[src/core/store_unit_pkg.sv]
// Constants, register map and types of the displaced store unit
package store_unit_pkg;
    // Register byte offsets
    localparam logic [11:0] PSW_OFFSET       = 12'h000;
    localparam logic [11:0] IRQ_STAT_OFFSET  = 12'h004;
    localparam logic [11:0] IRQ_EN_OFFSET    = 12'h008;
    localparam logic [11:0] IRQ_CLR_OFFSET   = 12'h00C;
    localparam logic [11:0] STORE_CNT_OFFSET = 12'h010;

    // Status word fields
    localparam int PSW_LE_BIT      = 0;
    localparam int PSW_TRAP_EN_BIT = 1;
    localparam int PSW_MIS_BIT     = 2;
    localparam int PSW_PEND_BIT    = 3;

    // Interrupt event fields
    localparam int IRQ_MIS_BIT  = 0;
    localparam int IRQ_DONE_BIT = 1;
    localparam int IRQ_WIDTH    = 2;

    // Reset values
    localparam logic                 PSW_LE_RESET      = 1'b0;
    localparam logic                 PSW_TRAP_EN_RESET = 1'b0;
    localparam logic [IRQ_WIDTH-1:0] IRQ_EN_RESET      = 2'h0;
    localparam logic [31:0]          STORE_CNT_RESET   = 32'h0000_0000;

    // Modifier width
    localparam int MOD_WIDTH = 7;

    typedef enum logic [1:0] {
        ST_IDLE = 2'b01,
        ST_BUSY = 2'b10
    } store_state_t;
endpackage

[src/core/displaced_store_unit.sv]
// Guarded displaced halfword/word store unit with status word and APB registers
//
// The register offsets and the APB register port were left to the implementer.
`timescale 1ns/1ps
module displaced_store_unit (
    input  wire logic        pclk,
    input  wire logic        presetn,
    // APB slave
    input  wire logic        psel,
    input  wire logic        penable,
    input  wire logic        pwrite,
    input  wire logic [11:0] paddr,
    input  wire logic [31:0] pwdata,
    output logic      [31:0] prdata,
    output logic             pready,
    output logic             pslverr,
    // Issue side
    input  wire logic        st_valid,
    input  wire logic        st_is_word,
    input  wire logic [31:0] st_value,
    input  wire logic [31:0] st_base,
    input  wire logic [6:0]  st_modifier,
    input  wire logic        st_guard_present,
    input  wire logic        st_guard,
    input  wire logic        st_cacheable,
    output logic             st_ready,
    input  wire logic        ijmp_taken,
    output logic             exc_req,
    // Memory and cache side
    output logic             mem_valid,
    output logic      [29:0] mem_word_addr,
    output logic      [3:0]  mem_be,
    output logic      [31:0] mem_wdata,
    output logic             cache_update,
    input  wire logic        mem_ready,
    output logic             irq
);
    function automatic logic is_misaligned(input logic is_word, input logic [1:0] ea_low);
        is_misaligned = is_word ? (ea_low != 2'b00) : ea_low[0];
    endfunction

    ////////////////////////////////////////////////////////////////////////
    // Address forming and lane steering
    logic [31:0] disp;
    logic [31:0] ea;
    logic        guard_on;
    logic        accept;
    logic        mis;
    logic [3:0]  lane_be;
    logic [31:0] lane_data;
    logic        psw_le_ff;
    logic        nxt_psw_le;

    // Signed modifier scaled by two or four
    assign disp = st_is_word ? {{23{st_modifier[6]}}, st_modifier, 2'b00}
                             : {{24{st_modifier[6]}}, st_modifier, 1'b0};
    assign ea       = st_base + disp;
    assign guard_on = ~st_guard_present | st_guard;
    assign accept   = st_valid & st_ready;
    assign mis      = is_misaligned(st_is_word, ea[1:0]);

    store_lane_former u_lanes (
        .is_word   (st_is_word),
        .little    (psw_le_ff),
        .ea_low    (ea[1:0]),
        .value     (st_value),
        .lane_be   (lane_be),
        .lane_data (lane_data)
    );

    ////////////////////////////////////////////////////////////////////////
    // State registers
    store_unit_pkg::store_state_t state_ff, nxt_state;
    logic                                 psw_trap_en_ff, nxt_psw_trap_en;
    logic                                 psw_mis_ff, nxt_psw_mis;
    logic                                 trap_pend_ff, nxt_trap_pend;
    logic                                 exc_req_ff, nxt_exc_req;
    logic [store_unit_pkg::IRQ_WIDTH-1:0] irq_stat_ff, nxt_irq_stat;
    logic [store_unit_pkg::IRQ_WIDTH-1:0] irq_en_ff, nxt_irq_en;
    logic                                 irq_ff, nxt_irq;
    logic [31:0]                          store_cnt_ff, nxt_store_cnt;
    logic                                 mem_valid_ff, nxt_mem_valid;
    logic [29:0]                          mem_addr_ff, nxt_mem_addr;
    logic [3:0]                           mem_be_ff, nxt_mem_be;
    logic [31:0]                          mem_wdata_ff, nxt_mem_wdata;
    logic                                 cache_upd_ff, nxt_cache_upd;
    logic                                 st_ready_ff, nxt_st_ready;
    logic                                 pready_ff;
    logic                                 wr_en;
    logic                                 mis_event;
    logic                                 done_event;

    assign st_ready = st_ready_ff;
    assign wr_en    = psel & penable & pready_ff & pwrite;
    assign mis_event  = accept & guard_on & mis;
    assign done_event = mem_valid_ff & mem_ready;

    always_comb begin
        nxt_state       = state_ff;
        nxt_psw_le      = psw_le_ff;
        nxt_psw_trap_en = psw_trap_en_ff;
        nxt_psw_mis     = psw_mis_ff;
        nxt_trap_pend   = trap_pend_ff;
        nxt_exc_req     = 1'b0;
        nxt_irq_stat    = irq_stat_ff;
        nxt_irq_en      = irq_en_ff;
        nxt_store_cnt   = store_cnt_ff;
        nxt_mem_valid   = mem_valid_ff;
        nxt_mem_addr    = mem_addr_ff;
        nxt_mem_be      = mem_be_ff;
        nxt_mem_wdata   = mem_wdata_ff;
        nxt_cache_upd   = cache_upd_ff;
        // Software side, clears first so that hardware sets win
        if (wr_en) begin
            unique case (paddr)
                store_unit_pkg::PSW_OFFSET: begin
                    nxt_psw_le      = pwdata[store_unit_pkg::PSW_LE_BIT];
                    nxt_psw_trap_en = pwdata[store_unit_pkg::PSW_TRAP_EN_BIT];
                    if (pwdata[store_unit_pkg::PSW_MIS_BIT]) begin
                        nxt_psw_mis = 1'b0;
                    end
                end
                store_unit_pkg::IRQ_EN_OFFSET: begin
                    nxt_irq_en = pwdata[store_unit_pkg::IRQ_WIDTH-1:0];
                end
                store_unit_pkg::IRQ_CLR_OFFSET: begin
                    nxt_irq_stat = irq_stat_ff & ~pwdata[store_unit_pkg::IRQ_WIDTH-1:0];
                end
                default: begin
                end
            endcase
        end
        // Pending trap is handed over at the next interruptible jump
        if (ijmp_taken & trap_pend_ff) begin
            nxt_exc_req   = 1'b1;
            nxt_trap_pend = 1'b0;
        end
        unique case (state_ff)
            store_unit_pkg::ST_IDLE: begin
                if (accept & guard_on) begin
                    if (mis) begin
                        nxt_psw_mis = 1'b1;
                        if (psw_trap_en_ff) begin
                            nxt_trap_pend = 1'b1;
                        end
                    end else begin
                        nxt_state     = store_unit_pkg::ST_BUSY;
                        nxt_mem_valid = 1'b1;
                        nxt_mem_addr  = ea[31:2];
                        nxt_mem_be    = lane_be;
                        nxt_mem_wdata = lane_data;
                        nxt_cache_upd = st_cacheable;
                    end
                end
            end
            store_unit_pkg::ST_BUSY: begin
                if (mem_ready) begin
                    nxt_state     = store_unit_pkg::ST_IDLE;
                    nxt_mem_valid = 1'b0;
                    nxt_cache_upd = 1'b0;
                    nxt_store_cnt = store_cnt_ff + 32'h0000_0001;
                end
            end
            default: begin
                nxt_state     = store_unit_pkg::ST_IDLE;
                nxt_mem_valid = 1'b0;
                nxt_cache_upd = 1'b0;
            end
        endcase
        if (mis_event) begin
            nxt_irq_stat[store_unit_pkg::IRQ_MIS_BIT] = 1'b1;
        end
        if (done_event) begin
            nxt_irq_stat[store_unit_pkg::IRQ_DONE_BIT] = 1'b1;
        end
        nxt_st_ready = (nxt_state == store_unit_pkg::ST_IDLE);
        nxt_irq      = |(nxt_irq_stat & nxt_irq_en);
    end

    always_ff @(posedge pclk or negedge presetn) begin
        if (!presetn) begin
            state_ff       <= store_unit_pkg::ST_IDLE;
            psw_le_ff      <= store_unit_pkg::PSW_LE_RESET;
            psw_trap_en_ff <= store_unit_pkg::PSW_TRAP_EN_RESET;
            psw_mis_ff     <= 1'b0;
            trap_pend_ff   <= 1'b0;
            exc_req_ff     <= 1'b0;
            irq_stat_ff    <= '0;
            irq_en_ff      <= store_unit_pkg::IRQ_EN_RESET;
            irq_ff         <= 1'b0;
            store_cnt_ff   <= store_unit_pkg::STORE_CNT_RESET;
            mem_valid_ff   <= 1'b0;
            mem_addr_ff    <= '0;
            mem_be_ff      <= '0;
            mem_wdata_ff   <= '0;
            cache_upd_ff   <= 1'b0;
            st_ready_ff    <= 1'b1;
        end else begin
            state_ff       <= nxt_state;
            psw_le_ff      <= nxt_psw_le;
            psw_trap_en_ff <= nxt_psw_trap_en;
            psw_mis_ff     <= nxt_psw_mis;
            trap_pend_ff   <= nxt_trap_pend;
            exc_req_ff     <= nxt_exc_req;
            irq_stat_ff    <= nxt_irq_stat;
            irq_en_ff      <= nxt_irq_en;
            irq_ff         <= nxt_irq;
            store_cnt_ff   <= nxt_store_cnt;
            mem_valid_ff   <= nxt_mem_valid;
            mem_addr_ff    <= nxt_mem_addr;
            mem_be_ff      <= nxt_mem_be;
            mem_wdata_ff   <= nxt_mem_wdata;
            cache_upd_ff   <= nxt_cache_upd;
            st_ready_ff    <= nxt_st_ready;
        end
    end

    assign exc_req       = exc_req_ff;
    assign mem_valid     = mem_valid_ff;
    assign mem_word_addr = mem_addr_ff;
    assign mem_be        = mem_be_ff;
    assign mem_wdata     = mem_wdata_ff;
    assign cache_update  = cache_upd_ff;
    assign irq           = irq_ff;

    ////////////////////////////////////////////////////////////////////////
    // APB answer: one wait state, then pready for one cycle
    logic        nxt_pready;
    logic [31:0] prdata_ff, nxt_prdata;
    logic        pslverr_ff, nxt_pslverr;

    always_comb begin
        nxt_pready  = psel & penable & ~pready_ff;
        nxt_prdata  = 32'h0000_0000;
        nxt_pslverr = 1'b0;
        if (nxt_pready) begin
            unique case (paddr)
                store_unit_pkg::PSW_OFFSET: begin
                    nxt_prdata[store_unit_pkg::PSW_LE_BIT]      = psw_le_ff;
                    nxt_prdata[store_unit_pkg::PSW_TRAP_EN_BIT] = psw_trap_en_ff;
                    nxt_prdata[store_unit_pkg::PSW_MIS_BIT]     = psw_mis_ff;
                    nxt_prdata[store_unit_pkg::PSW_PEND_BIT]    = trap_pend_ff;
                end
                store_unit_pkg::IRQ_STAT_OFFSET: begin
                    nxt_prdata[store_unit_pkg::IRQ_WIDTH-1:0] = irq_stat_ff;
                end
                store_unit_pkg::IRQ_EN_OFFSET: begin
                    nxt_prdata[store_unit_pkg::IRQ_WIDTH-1:0] = irq_en_ff;
                end
                store_unit_pkg::IRQ_CLR_OFFSET: begin
                    nxt_prdata = 32'h0000_0000;
                end
                store_unit_pkg::STORE_CNT_OFFSET: begin
                    nxt_prdata = store_cnt_ff;
                end
                default: begin
                    nxt_pslverr = 1'b1;
                end
            endcase
        end
    end

    always_ff @(posedge pclk or negedge presetn) begin
        if (!presetn) begin
            pready_ff  <= 1'b0;
            prdata_ff  <= 32'h0000_0000;
            pslverr_ff <= 1'b0;
        end else begin
            pready_ff  <= nxt_pready;
            prdata_ff  <= nxt_prdata;
            pslverr_ff <= nxt_pslverr;
        end
    end

    assign pready  = pready_ff;
    assign prdata  = prdata_ff;
    assign pslverr = pslverr_ff;

    ////////////////////////////////////////////////////////////////////////
    // Assertions
    logic go;
    assign go = accept & guard_on & ~mis;

    property p_guard_off;
        @(posedge pclk) disable iff (!presetn)
        (accept & ~guard_on) |=> (~mem_valid_ff & ~cache_upd_ff & $stable(psw_mis_ff));
    endproperty
    a_guard_off: assert property (p_guard_off) else $error("False guard store had an effect");

    property p_guard_on;
        @(posedge pclk) disable iff (!presetn)
        go |=> mem_valid_ff ##0 (mem_addr_ff == $past(ea[31:2]));
    endproperty
    a_guard_on: assert property (p_guard_on) else $error("Enabled store not issued at its address");

    property p_mis_half;
        @(posedge pclk) disable iff (!presetn)
        (accept & guard_on & ~st_is_word & ea[0]) |=> (psw_mis_ff & ~mem_valid_ff);
    endproperty
    a_mis_half: assert property (p_mis_half) else $error("Odd halfword store did not flag");

    property p_mis_word;
        @(posedge pclk) disable iff (!presetn)
        (accept & guard_on & st_is_word & (ea[1:0] != 2'b00)) |=> psw_mis_ff;
    endproperty
    a_mis_word: assert property (p_mis_word) else $error("Unaligned word store did not flag");

    property p_trap;
        @(posedge pclk) disable iff (!presetn)
        (trap_pend_ff & ijmp_taken) |=> (exc_req_ff & ~trap_pend_ff);
    endproperty
    a_trap: assert property (p_trap) else $error("Trap not requested at jump");

    property p_half_le;
        @(posedge pclk) disable iff (!presetn)
        (go & ~st_is_word & psw_le_ff) |=>
            (mem_wdata_ff[{$past(ea[1]), 4'h0} +: 16] == $past(st_value[15:0]))
            && (mem_be_ff == ($past(ea[1]) ? 4'hC : 4'h3));
    endproperty
    a_half_le: assert property (p_half_le) else $error("Little endian halfword lanes wrong");

    property p_half_be;
        @(posedge pclk) disable iff (!presetn)
        (go & ~st_is_word & ~psw_le_ff) |=>
            (mem_wdata_ff[{$past(ea[1]), 4'h0} +: 16] == {$past(st_value[7:0]), $past(st_value[15:8])});
    endproperty
    a_half_be: assert property (p_half_be) else $error("Big endian halfword lanes wrong");

    property p_word;
        @(posedge pclk) disable iff (!presetn)
        (go & st_is_word) |=> (mem_be_ff == 4'hF) && (mem_wdata_ff == ($past(psw_le_ff) ? $past(st_value)
            : {$past(st_value[7:0]), $past(st_value[15:8]), $past(st_value[23:16]), $past(st_value[31:24])}));
    endproperty
    a_word: assert property (p_word) else $error("Word store lanes wrong");

    property p_cache;
        @(posedge pclk) disable iff (!presetn)
        (go & st_cacheable) |=> (cache_upd_ff & mem_valid_ff) until_with (mem_valid_ff & mem_ready);
    endproperty
    a_cache: assert property (p_cache) else $error("Cacheable store lost cache update");

    property p_disp;
        @(posedge pclk) disable iff (!presetn)
        (go & st_is_word & (st_modifier == 7'h40)) |=> (mem_addr_ff == $past(st_base[31:2]) - 30'h0000_0040);
    endproperty
    a_disp: assert property (p_disp) else $error("Word displacement not scaled by four");

    c_half: cover property (@(posedge pclk) disable iff (!presetn) go & ~st_is_word ##1 mem_valid_ff & mem_ready);
    c_word: cover property (@(posedge pclk) disable iff (!presetn) go & st_is_word & st_cacheable);
    c_trap: cover property (@(posedge pclk) disable iff (!presetn) exc_req_ff);
    c_skip: cover property (@(posedge pclk) disable iff (!presetn) accept & ~guard_on);
endmodule

[src/core/store_lane_former.sv]
// Byte lane steering for halfword and word stores
`timescale 1ns/1ps
module store_lane_former (
    input  wire logic        is_word,
    input  wire logic        little,
    input  wire logic [1:0]  ea_low,
    input  wire logic [31:0] value,
    output logic      [3:0]  lane_be,
    output logic      [31:0] lane_data
);
    genvar l;
    generate
        for (l = 0; l < 4; l++) begin : g_lane
            localparam logic [1:0] LN = 2'(l);
            logic [1:0] word_src;
            logic       half_src;
            logic [1:0] src;
            // Little endian keeps byte j at offset j, big endian mirrors it
            assign word_src = little ? LN : ~LN;
            assign half_src = little ? LN[0] : ~LN[0];
            assign src      = is_word ? word_src : {1'b0, half_src};
            assign lane_be[l] = is_word | (LN[1] == ea_low[1]);
            assign lane_data[8*l +: 8] = value[{src, 3'b000} +: 8];
        end
    endgenerate
endmodule

[config.mk]
export PLATFORM = sky130hd
export DESIGN_NAME = displaced_store_unit
export DESIGN_NICKNAME = d
export VERILOG_FILES = /design/src/core/store_unit_pkg.sv /design/src/core/displaced_store_unit.sv /design/src/core/store_lane_former.sv
export SDC_FILE = /design/constraint.sdc
export NUM_CORES = 1
export LEC_CHECK = 0
export BUFFER_PORTS_ARGS = -buffer_cell sky130_fd_sc_hd__buf_2
export CAP_MARGIN = 10
export CELL_PAD_IN_SITES_DETAIL_PLACEMENT = 1
export CELL_PAD_IN_SITES_GLOBAL_PLACEMENT = 1
export CORE_UTILIZATION = 43
export DETAILED_ROUTE_END_ITERATION = 8
export PLACE_DENSITY = 0.95
export SLEW_MARGIN = 20
export SYNTH_ARGS = -nofsm -noshare
export SYNTH_HDL_FRONTEND = slang
export SYNTH_HIERARCHICAL = 1
export SYNTH_SLANG_ARGS = --single-unit
[constraint.sdc]
create_clock -name pclk -period 6.7 [get_ports pclk]
set_clock_uncertainty 0.2 [all_clocks]
set_input_delay 0.335 -clock pclk [delete_from_list [all_inputs] [get_ports pclk]]
set_output_delay 0.335 -clock pclk [all_outputs]
set_load 0.02 [all_outputs]
# --- After elaboration in Yosys (flattened, before gate mapping) ---
# Cells that the tools add are included.
word_totals:
  ff_bits: 146
  in_bits: 127
  elab_cells: 109
  output_inout_bits: 105
classes:
  reduce_logical: 8
  shift: 4
  eq_ne: 10
  n_addsub: 2
  bitwise_logic: 19
  muxes: 47
ops:
  columns: ["cell", "count"]
  rows:
  - ["indexed part select 32 x 6 -> 8 bit", 4]
  - ["adder 32 x 1 -> 32 bit, second input constant", 1]
  - ["adder 32 bit", 1]
  - ["two-way mux 32 bit", 1]
  - ["two-way mux 2 bit", 15]
  - ["two-way mux 28 bit", 1]
  - ["== test 12 x 4 -> 1 bit, second input constant", 2]
  - ["two-way mux 1 bit", 24]
  - ["== test 12 x 3 -> 1 bit, second input constant", 1]
  - ["== test 12 x 5 -> 1 bit, second input constant", 1]
  - ["zero test 12 bit", 1]
  - ["bitwise AND 1 bit", 9]
  - ["two-way mux 8 bit", 1]
  - ["case mux 2 bit (2 select lines)", 2]
  - ["case mux 2 bit (4 select lines)", 1]
  - ["inequality test 2 bit, second input constant", 3]
  - ["AND reduction 3 bit", 2]
  - ["OR reduction 5 bit", 1]
  - ["bitwise AND 2 bit", 2]
  - ["== test 2 x 1 -> 1 bit, second input constant", 2]
  - ["NOT 1 bit", 4]
  - ["case mux 1 bit (2 select lines)", 2]
  - ["AND reduction 2 bit", 2]
  - ["bitwise OR 1 bit", 3]
  - ["other kinds (4)", 4]

# --- Logic depth before layout (Yosys ltp) ---
# Gate-level depths: netlist of the first run.
depth:
  word_depth: 8
  ltp_mapped: 11
  ltp_nobuf: 10

# --- Modules after synthesis ---
# The synthesis of the first run kept the hierarchy.
modules_own_cells:
  columns: ["mod", "cells_per_inst", "instances", "area_per_inst_um2"]
  rows:
  - ["displaced_store_unit", 796, 1, 7566.0]
  - ["store_lane_former", 70, 1, 621.8]

# --- Worst setup path after synthesis of the first run ---
# Ideal clock, no wire load.
synth_path:
  path_type: "input -> register"
  from: "input st_is_word"
  to: "register mem_addr_ff[23], in the netlist mem_word_addr[23]"
  stages: 10
  t_required_ns: 6.367
  slack_ns: 3.671
  arrival_time_ns: 2.696
  path_cell_list: "buf_2 mux2_2 fa_1 a211oi_1 o21ai_0 a21oi_2 o211ai_1 a221oi_2 xor2_1 o21ai_0"
synth_via:
  elab_chain_len: 6
synth_rtl:
  columns: ["item", "line", "source"]
  rows:
  - ["start, declared", "displaced_store_unit.sv:19", "input wire logic st_is_word,"]
  - ["two-way mux 8 bit", "displaced_store_unit.sv:55", "assign disp = st_is_word ? {{23{st_modifier[6]}}, st_modifier, 2'b00}"]
  - ["adder 32 bit", "displaced_store_unit.sv:57", "assign ea = st_base + disp;"]
  - ["nonzero test 2 bit", "displaced_store_unit.sv:39", "is_misaligned = is_word ? (ea_low != 2'b00) : ea_low[0];"]
  - ["two-way mux 1 bit", "displaced_store_unit.sv:39", null]
  - ["NOT 1 bit (no source line)", null, null]
  - ["AND reduction 3 bit (no source line)", null, null]
  - ["end signal, assigned", "displaced_store_unit.sv:210", "mem_addr_ff <= nxt_mem_addr;"]
  - ["end, declared", "displaced_store_unit.sv:83", "logic [29:0] mem_addr_ff, nxt_mem_addr;"]
# Parallel ways exist; a longest one is shown, timed or not.
# A chain may end at the register's enable or synchronous reset.

# --- Worst setup path in the final report of the first run ---
# Same ends and word-level chain as after synthesis.

==> results of run 1 <==
-- through the flow --
step                setup WS [ps]  hold slack [ps]  util, %  area (um2)
global placement             2770              243     49.8        9310
finish                       3090             34.2     53.3        9970
global route                 2940             27.0     53.3        9970
detailed placement           2700              250     49.8        9310
CTS                          3100             18.7     53.2        9940
floorplan                    3670             -161        -        8190
-- kinds of logic after synthesis --
| logic type | after synthesis | share of synthesized area [%] |
|---|---|---|
| simple gates | 350 | 20.1 |
| compound gates | 157 | 12.8 |
| flops | 147 | 45.0 |
| buf+inv | 73 | 4.03 |
| mux | 55 | 7.44 |
| xor+xnor | 49 | 5.24 |
| fa+ha+maj | 35 | 5.41 |
-- registers in the layout, indices dropped and copies added, names as in the netlist --
register / flops
mem_wdata: 32
exc_req: 1
store_cnt_ff: 32
st_ready: 1
mem_valid: 1
pready: 1
irq_stat_ff: 2
cache_update: 1
pslverr: 1
trap_pend_ff: 1
irq: 1
mem_word_addr: 30
irq_en_ff: 2
state_ff: 2
prdata: 32
mem_be: 4
psw_trap_en_ff: 1
psw_mis_ff: 1
psw_le_ff: 1
-- synth_stat cells (6+ instances only) --
| library cell | instances |
|---|---|
| xor2_1 | 21 |
| inv_1 | 27 |
| a21oi_1 | 42 |
| xnor2_1 | 28 |
| and3_1 | 34 |
| nor2_1 | 43 |
| nand3_1 | 23 |
| buf_2 | 11 |
| ha_1 | 33 |
| a21o_1 | 18 |
| mux2i_1 | 14 |
| o21ai_0 | 37 |
| nor3_1 | 18 |
| nand2_1 | 168 |
| dfrtp_1 | 145 |
| mux2_2 | 39 |
| clkbuf_1 | 25 |
| and2_1 | 6 |
| nand4_1 | 21 |
-- final timing paths --
check | from | endpoint | slack (ps) | cells after the start
min | pwdata[1] | irq_en_ff[1] | 30 | 2
min reg2reg | mem_wdata[5] | mem_wdata[5] | 270 | 2
max in group asynchronous | presetn | psw_le_ff | 4540 | 3
min in group asynchronous | presetn | prdata[17] | 320 | 2
max reg2reg | state_ff[0] | store_cnt_ff[30] | 4000 | 8
max | st_is_word | mem_word_addr[23] | 3090 | 10
-- power by group through the flow --
stage               sequential [mW]  clock [mW]  combinational (mW)
floorplan                      1.48           0               0.393
global placement               1.23           0                1.00
detailed placement             1.24           0                1.05
CTS                            1.23       0.985                1.06
global route                   1.26        1.02                1.15
finish                         1.23       0.963                1.06
-- cell type report --
type | count | area, um2
Fill cell | 2227 | 8730
Clock buffer | 17 | 425
Multi-Input combinational cell | 646 | 4190
Inverter | 27 | 101
Clock inverter | 15 | 180
Timing Repair Buffer | 209 | 1100
Tap cell | 234 | 293
Sequential cell | 147 | 3680
-- worst reg2reg max path: stages, from the launching register on --
cell and delay [ps]:
dfstp_2 380, inv_1 50, ha_1 170, and2_1 320, nand2_1 210, or3_1 490
nor3_1 440, nand4_1 180, xnor2_1 150
-- per-layer routing --
layer  global-route usage [%]  up-vias
li1                         -     3400
met1                     31.0     3667
met2                     46.4      231
met3                     4.17       67
met4                     13.3        0
met5                        0        -
==> impl_metrics.json, run 1 <==
{
  "path_cells": "buf_2 -> mux2_2 -> fa_1 -> a211oi_1 -> o21ai_0 -> a21oi_2 -> o211ai_1 -> a221oi_2 -> xor2_1 -> o21ai_0",
  "postCtsHoldBufs": 3,
  "path_max_fanout": 26,
  "fin_nets": 1209,
  "grt-ovfl-total": 0,
  "syn_inst": 866,
  "layout-drive-gt1-share_pct": 28.0,
  "critPathMaxStageDelay_ps": 520,
  "grt_max_degree": 102,
  "cts_sinks": 147,
  "hold_class": "input port to register",
  "hold_violations": 0,
  "syn-cell-area_mm2": 0.00819,
  "cp_common_cell": "o21ai_0",
  "io_buffer_count": 202,
  "final_max_slew_viol_count": 0,
  "synth.ff_latch_count": 147,
  "rows": 50,
  "layout_min_cycle_time_ps": 3610,
  "synth_ff_type": "dfrtp_1",
  "grt_pass1_wl_um": 40200,
  "htreeDepth": 4,
  "tightest_slew_ps": 897,
  "setup-tns-final_ps": 0,
  "tritoncts": "built",
  "ioPinCount": 232,
  "dp_hpwl_um": 17800,
  "met2WireLength_um": 12900,
  "drc": 0,
  "ys_seq_area_share_pct": 45.0,
  "rsz0062_at_grt": "false",
  "end_kind": "register",
  "dieArea_mm2": 0.0196,
  "min_period_over_period_pct": 53.9,
  "p_leak_nw": 5.21,
  "required_ps": 6800,
  "synth-edff-count": 0,
  "final_cells": 1295,
  "grt_use_total_pct": 26.3,
  "viasPerCell": 5.69,
  "drt-met1-wl_um": 10300,
  "die_y_um": 140,
  "final_common_cell": "buf_2",
  "syn_to_final_growth_pct": 21.8,
  "core_area_mm2": 0.0187,
  "routed-wl-met3_um": 969,
  "ys_types": 72,
  "synthArstFlopShare_pct": 100,
  "synth_area_leaders": "dfrtp_1 44%, nand2_1 7.7%, mux2_2 5.4%, ha_1 5.0%, xnor2_1 3.0%",
  "drtIter0Drc": 302,
  "yosysWarnings": 6,
  "p_comb_share_pct": 32.6,
  "critical_path_arrival_ps": 3710,
  "initial_core_util_pct": 43.8,
  "fmax_mhz": 277,
  "crit_type": "input port to register",
  "clock_power_share_pct": 29.6,
  "post_cts_buffers": 0,
  "top_layer": "met4",
  "powerDensity_mw_per_mm2": 326,
  "p_total_mw": 3.25,
  "grt_pass1_vias": 7762,
  "avgSynthCellArea_um2": 9.45,
  "power_frac_seq_pct": 37.8,
  "power_switching_mw": 1.29,
  "crit_slowest_cell": "buf_2",
  "cts_resized": 0,
  "gp_congestion": 0.916,
  "first_pass_iters": 4,
  "final_antenna_net_count": 0,
  "drv_cap": 0,
  "cp_top_family": "compound AO/OA/AOI/OAI gates",
  "diodes": 0,
  "cts_root_buf": "clkbuf_16",
  "synth_top_area_share_pct": 44.3,
  "internal_power_mw": 1.97,
  "cp-start-kind": "input port",
  "cp_num_buf_inv": 1,
  "swShare_pct": 39.6,
  "synth.net_count": 1027,
  "wire_per_inst_um": 19.5,
  "outcome": "finished, final reports clean",
  "relSlewSlack_pct": 40.2,
  "cts_inserted_buffers": 17,
  "setup_viol": 0,
  "wirelength_um": 25200,
  "synth_top_cell_by_area": "dfrtp_1",
  "dp.cells": 1259,
  "antenna_found_initial": 0,
  "max-vdd-ir-drop_uv": 204,
  "final_cell_mix": "201 x buf_2, 168 x nand2_1, 144 x dfrtp_1",
  "fp.dieW_um": 140,
  "vias": 7365,
  "clockBufferDepth": 2,
  "clkTransAtPathRegs_ps": 70,
  "clkLatencyLatePin_ps": 420
}
(Power assumes the default switching activity.)
==> run 2, diff against run 1 <==
--- a/config.mk
+++ b/config.mk
@@ -5,13 +5,14 @@
 export SDC_FILE = /design/constraint.sdc
 export NUM_CORES = 1
 export LEC_CHECK = 0
+export ABC_AREA = 1
 export BUFFER_PORTS_ARGS = -buffer_cell sky130_fd_sc_hd__buf_2
 export CAP_MARGIN = 10
 export CELL_PAD_IN_SITES_DETAIL_PLACEMENT = 1
 export CELL_PAD_IN_SITES_GLOBAL_PLACEMENT = 1
-export CORE_UTILIZATION = 43
+export CORE_UTILIZATION = 38
 export DETAILED_ROUTE_END_ITERATION = 8
-export PLACE_DENSITY = 0.95
+export PLACE_DENSITY = 0.9
 export SLEW_MARGIN = 20
 export SYNTH_ARGS = -nofsm -noshare
 export SYNTH_HDL_FRONTEND = slang
==> constraint.sdc (replaced) <==
create_clock -name pclk -period 3.47 [get_ports pclk]
set_clock_uncertainty 0.2 [all_clocks]
set_input_delay 0.1735 -clock pclk [delete_from_list [all_inputs] [get_ports pclk]]
set_output_delay 0.1735 -clock pclk [all_outputs]
set_load 0.02 [all_outputs]
==> impl_metrics.json, run 2 <==
{
  "synth_simple_gate_area_share_pct": 36.3,
  "synth.net_count": 1474,
  "p_leak_nw": 6.75,
  "cts_root_buf": "clkbuf_16",
  "ioPinCount": 232,
  "relSlewSlack_pct": 36.9,
  "cts_inserted_buffers": 17,
  "clockBufferDepth": 2,
  "synth_top_cell_by_area": "dfrtp_1",
  "wirelength_um": 31900,
  "grt_pass1_wl_um": 51500,
  "synth.ff_latch_count": 147,
  "ys_seq_area_share_pct": 40.2,
  "cts_sinks": 147,
  "outcome": "complete, but fails checks",
  "use_met2_pct": 49.8,
  "worst_r2r_endpoint": "cache_update",
  "synth_ff_type": "dfrtp_1",
  "final_common_cell": "nand2_1",
  "rrSetupSlack_ps": 370,
  "final_max_slew_viol_count": 0,
  "grt_pass1_vias": 10200,
  "htreeDepth": 4,
  "ys_types": 45,
  "wire_per_inst_um": 16.8,
  "violations": "hold timing",
  "r2r-start": "state_ff[0]",
  "hold_class": "input port to register",
  "drc": 0,
  "p_total_mw": 6.50,
  "die_y_um": 157,
  "io_buffer_count": 202,
  "synthArstFlopShare_pct": 100,
  "rows": 56,
  "postCtsHoldBufs": 57,
  "tritoncts": "built",
  "synth_top_family_by_area": "simple AND/OR/NAND/NOR gates",
  "end_kind": "register",
  "synth_top_cells_by_count": "544 x nand2_1, 191 x inv_1, 145 x dfrtp_1, 100 x nand3_1, 64 x nor2_1",
  "synthMostInstantiatedCell": "nand2_1",
  "clkTransAtPathRegs_ps": 70,
  "grt-ovfl-total": 0,
  "grt_use_total_pct": 26.8,
  "critical_path_arrival_ps": 3270,
  "final_antenna_net_count": 0,
  "drtIter0Drc": 410,
  "synth_adder_area_share_pct": 4.73,
  "reg2reg_depth": 8,
  "required_ps": 3640,
  "synth_compound_area_share_pct": 4.16,
  "final_cell_mix": "544 x nand2_1, 201 x buf_2, 191 x inv_1",
  "syn-cell-area_mm2": 0.00915,
  "setup_viol": 0,
  "cp-start-kind": "register",
  "hold_slack_ps": -4.48,
  "fp.dieW_um": 157,
  "antenna_found_initial": 1,
  "fmax_mhz": 323,
  "dp_hpwl_um": 22100,
  "avgSynthCellArea_um2": 6.97,
  "cts_resized": 0,
  "post_cts_buffers": 0,
  "initial_core_util_pct": 38.9,
  "tightest_slew_ps": 947,
  "first_pass_iters": 5,
  "crit_path_end": "cache_update",
  "drv_cap": 0,
  "use_met1_pct": 30.7,
  "synth-xor-area-share_pct": 4.21,
  "setup-tns-final_ps": 0,
  "grt_max_degree": 101,
  "max-vdd-ir-drop_uv": 372,
  "postLayoutCellArea_mm2": 0.0116,
  "min_period_over_period_pct": 89.2,
  "syn_inst": 1313,
  "vias": 9545,
  "layout-drive-gt1-share_pct": 17.3,
  "use_met3_pct": 4.32,
  "yosysWarnings": 6,
  "crit_type": "register to register",
  "path_max_fanout": 29,
  "setup.worst_path.start": "state_ff[0]",
  "hold_violations": 2,
  "powerDensity_mw_per_mm2": 559,
  "viasPerCell": 5.02,
  "gp_congestion": 0.864,
  "syn_to_final_growth_pct": 27.1,
  "synth_top_area_share_pct": 39.6,
  "clkLatencyLatePin_ps": 440,
  "grt.busiest_layer": "met2",
  "dieArea_mm2": 0.0247,
  "layout_min_cycle_time_ps": 3100,
  "synth-edff-count": 0,
  "rsz0062_at_grt": "false",
  "fin_nets": 1730,
  "synth_area_leaders": "dfrtp_1 40%, nand2_1 22%, inv_1 7.8%, nand3_1 5.5%, ha_1 4.5%",
  "placed_area_mm2": 0.0104,
  "muxShareOfSynthArea_pct": 0.123,
  "core_area_mm2": 0.0235
}
-- run 2: cell count changes after synthesis, sizes merged, moves of 15 or more --
cell,delta
a21o,-17
a21oi,-15
and3,-33
clkbuf,-18
inv,+171
mux2,-40
nand2,+384
nand3,+78
nor2,+27
nor3,+25
-- run 2: final cells by class --
cell class                 instances  area, um2
tap                              319        399
sequential                       147       3680
timing repair buffer             265       1650
inverter                         200        764
clock buffer                      17        425
antenna                            1       2.50
multi-input combinational        938       4530
clock inverter                    15        186
fill                            3098      11900
-- run 2: layer usage --
layer	part of all wire [%]	vias to the layer above	routed length, um
li1	-	4559	-
met1	41	4683	13000
met2	52	243	16700
met3	4.1	60	1320
met4	2.6	0	833
met5	0	-	0
-- run 2: stage by stage --
step                      instances  worst slack (ps)  utilization, %
after floorplan                1313              1440               -
after global placement         1812               908            44.4
after detailed placement       1812               825            44.4
after CTS                      1901               420            49.4
after global routing           1902               200            49.4
final                          1902               374            49.4
-- run 2: critical path: stages (launching register included) --
cell and delay (ps):
dfstp_2 550, ha_1 170, inv_1 90, nor3_4 240
buf_4 390, nand3_1 130, dlygate4sd3_1 590, o21ai_0 80
dlygate4sd3_1 580
-- run 2: worst min path at each step --
stage,startpoint,end,slack (ps),depth (start not counted)
after CTS,st_value[2],mem_wdata[18],0.5,7
after global routing,st_value[4],mem_wdata[28],40,7
after global placement,presetn,prdata[8],150,1
final,st_value[4],mem_wdata[12],-4,7
after detailed placement,presetn,prdata[2],160,1
after floorplan,presetn,cache_update,-320,0
-- run 2: where the power goes --
group	internal, mW	switching [mW]	total, mW
clock network	0.977	0.929	1.91
logic	0.727	1.46	2.19
registers	2.14	0.271	2.41
total	3.84	2.66	6.50
-- run 2: cells by family (layout without fill, tap and decap cells) --
group | Yosys count | in the layout
buffers and inverters | 228 | 497
other | 0 | 1
adders and majority gates | 34 | 34
DFF | 147 | 147
xor gates and xnor gates | 44 | 44
muxes | 1 | 1
and+or+nand+nor | 787 | 787
AOI/OAI and AO/OA | 72 | 72
==> run 3, diff against run 2 <==
--- a/config.mk
+++ b/config.mk
@@ -6,7 +6,7 @@
 export NUM_CORES = 1
 export LEC_CHECK = 0
 export ABC_AREA = 1
-export BUFFER_PORTS_ARGS = -buffer_cell sky130_fd_sc_hd__buf_2
+export BUFFER_PORTS_ARGS = -buffer_cell sky130_fd_sc_hd__buf_4
 export CAP_MARGIN = 10
 export CELL_PAD_IN_SITES_DETAIL_PLACEMENT = 1
 export CELL_PAD_IN_SITES_GLOBAL_PLACEMENT = 1
==> impl_metrics.json, run 3 (synthesized netlist as in run 2, its figures left out) <==
{
  "grt_use_total_pct": 27.0,
  "wire_per_inst_um": 17.0,
  "initial_core_util_pct": 38.9,
  "tritoncts": "built",
  "cts_inserted_buffers": 17,
  "vias": 9460,
  "crit_type": "register to register",
  "grt-ovfl-total": 0,
  "hold_violations": 0,
  "outcome": "finished, final reports clean",
  "dp_hpwl_um": 23100,
  "grt_max_degree": 76,
  "final_max_slew_viol_count": 0,
  "final_util_pct": 51.2,
  "layout-drive-gt1-share_pct": 17.4,
  "htreeDepth": 4,
  "fp.dieW_um": 157,
  "final_cell_mix": "544 x nand2_1, 204 x buf_4, 191 x inv_1",
  "critical_path_arrival_ps": 3400,
  "critPathMaxStageDelay_ps": 600,
  "ioPinCount": 232,
  "path_cells": "nand3_1 -> nor3_4 -> buf_4 -> nand3_1 -> dlygate4sd3_1 -> o21ai_0 -> dlygate4sd3_1",
  "end_kind": "register",
  "swShare_pct": 39.6,
  "fin_nets": 1720,
  "antenna_found_initial": 0,
  "cts_sinks": 147,
  "p_total_mw": 6.75,
  "clkLatencyLatePin_ps": 420,
  "clkTransAtPathRegs_ps": 80,
  "diodes": 0,
  "clock_power_share_pct": 27.9,
  "reg2reg_depth": 7,
  "rrSetupSlack_ps": 230,
  "die_y_um": 157,
  "min_period_over_period_pct": 93.5,
  "internal_power_mw": 4.08,
  "grt_pass1_wl_um": 51600,
  "required_ps": 3630,
  "p_comb_share_pct": 35.9,
  "final_antenna_net_count": 0,
  "setup-tns-final_ps": 0,
  "path_max_fanout": 54,
  "powerDensity_mw_per_mm2": 561,
  "first_pass_iters": 5,
  "wirelength_um": 32100,
  "hold_class": "input port to register",
  "relSlewSlack_pct": 36.7,
  "cp-start-kind": "register",
  "syn_to_final_growth_pct": 31.6,
  "setup_viol": 0,
  "cts_root_buf": "clkbuf_16",
  "p_leak_nw": 6.83,
  "drtIter0Drc": 393,
  "power_switching_mw": 2.68,
  "crit_path_end": "cache_update",
  "rsz0062_at_grt": "false",
  "tightest_slew_ps": 948,
  "drc": 0,
  "grt_pass1_vias": 10600,
  "fmax_mhz": 308,
  "hold_path_startpoint": "st_value[15]",
  "power_frac_seq_pct": 36.2,
  "gp_congestion": 0.881,
  "drv_cap": 0,
  "worst_r2r_endpoint": "cache_update",
  "viasPerCell": 5.00,
  "crit_slowest_cell": "dlygate4sd3_1",
  "post_cts_buffers": 0,
  "setup.worst_path.start": "st_ready",
  "final_common_cell": "nand2_1",
  "r2r-start": "st_ready",
  "max-vdd-ir-drop_uv": 311,
  "layout_min_cycle_time_ps": 3240,
  "dieArea_mm2": 0.0247,
  "io_buffer_count": 202,
  "rows": 56,
  "core_area_mm2": 0.0235,
  "clockBufferDepth": 2,
  "hold_slack_ps": 13.3
}
-- run 3: final cells by class --
class                   count  area [um2]
clock inverters            15         184
multi-input cells         938        4530
flip-flops and latches    147        3680
fillers                  3071       11500
well taps                 319         399
inverters                 200         764
clock buffers              17         425
repair buffers            255        2060
-- run 3: how the worst min path moves through the flow --
stage / endpoint / slack [ps] / cells after the start
after detailed placement: prdata[8] / 60 / 1
after CTS: mem_wdata[10] / 0.2 / 7
after floorplan: cache_update / -320 / 0
final: mem_wdata[7] / 10 / 7
after global placement: prdata[8] / 50 / 1
after global routing: mem_wdata[13] / 40 / 7
-- run 3: worst max-delay path: cells and delay by family, from the launching register on --
| kind | cells | cell delay, ps |
|---|---|---|
| buffers and inverters | 3 | 1740 |
| and+or+nand+nor | 3 | 600 |
| DFF | 1 | 560 |
| AOI/OAI and AO/OA | 1 | 80 |
-- run 3: what timing repair did --
item                                   4_1_cts  5_1_grt
gates resized for setup                      0        0
setup endpoints to repair                    0        0
hold buffers                                48        0
endpoints found under the hold margin      123        0
-- run 3: through the flow --
step / area (um2) / instances / worst slack (ps)
after global routing: 12000 / 1891 / 29.0
after floorplan: 9150 / 1313 / 1440
after CTS: 12000 / 1891 / 207
final: 12000 / 1891 / 227
after global placement: 11000 / 1811 / 1010
after detailed placement: 11000 / 1811 / 868
-- run 3: per-layer routing --
metal | GRT usage (%) | vias up | share of wire [%]
li1 | - | 4533 | -
met2 | 49.9 | 238 | 51
met3 | 5.09 | 93 | 4.0
met5 | 0 | - | 0
met4 | 14.6 | 0 | 4.7
met1 | 28.8 | 4596 | 40
-- run 3: power by group through the flow --
stage	clock network, mW	registers (mW)	logic (mW)
floorplan	0	2.87	0.831
CTS	1.93	2.44	2.42
finish	1.89	2.45	2.42
global route	2.00	2.49	2.65
global placement	0	2.45	2.29
detailed placement	0	2.46	2.37
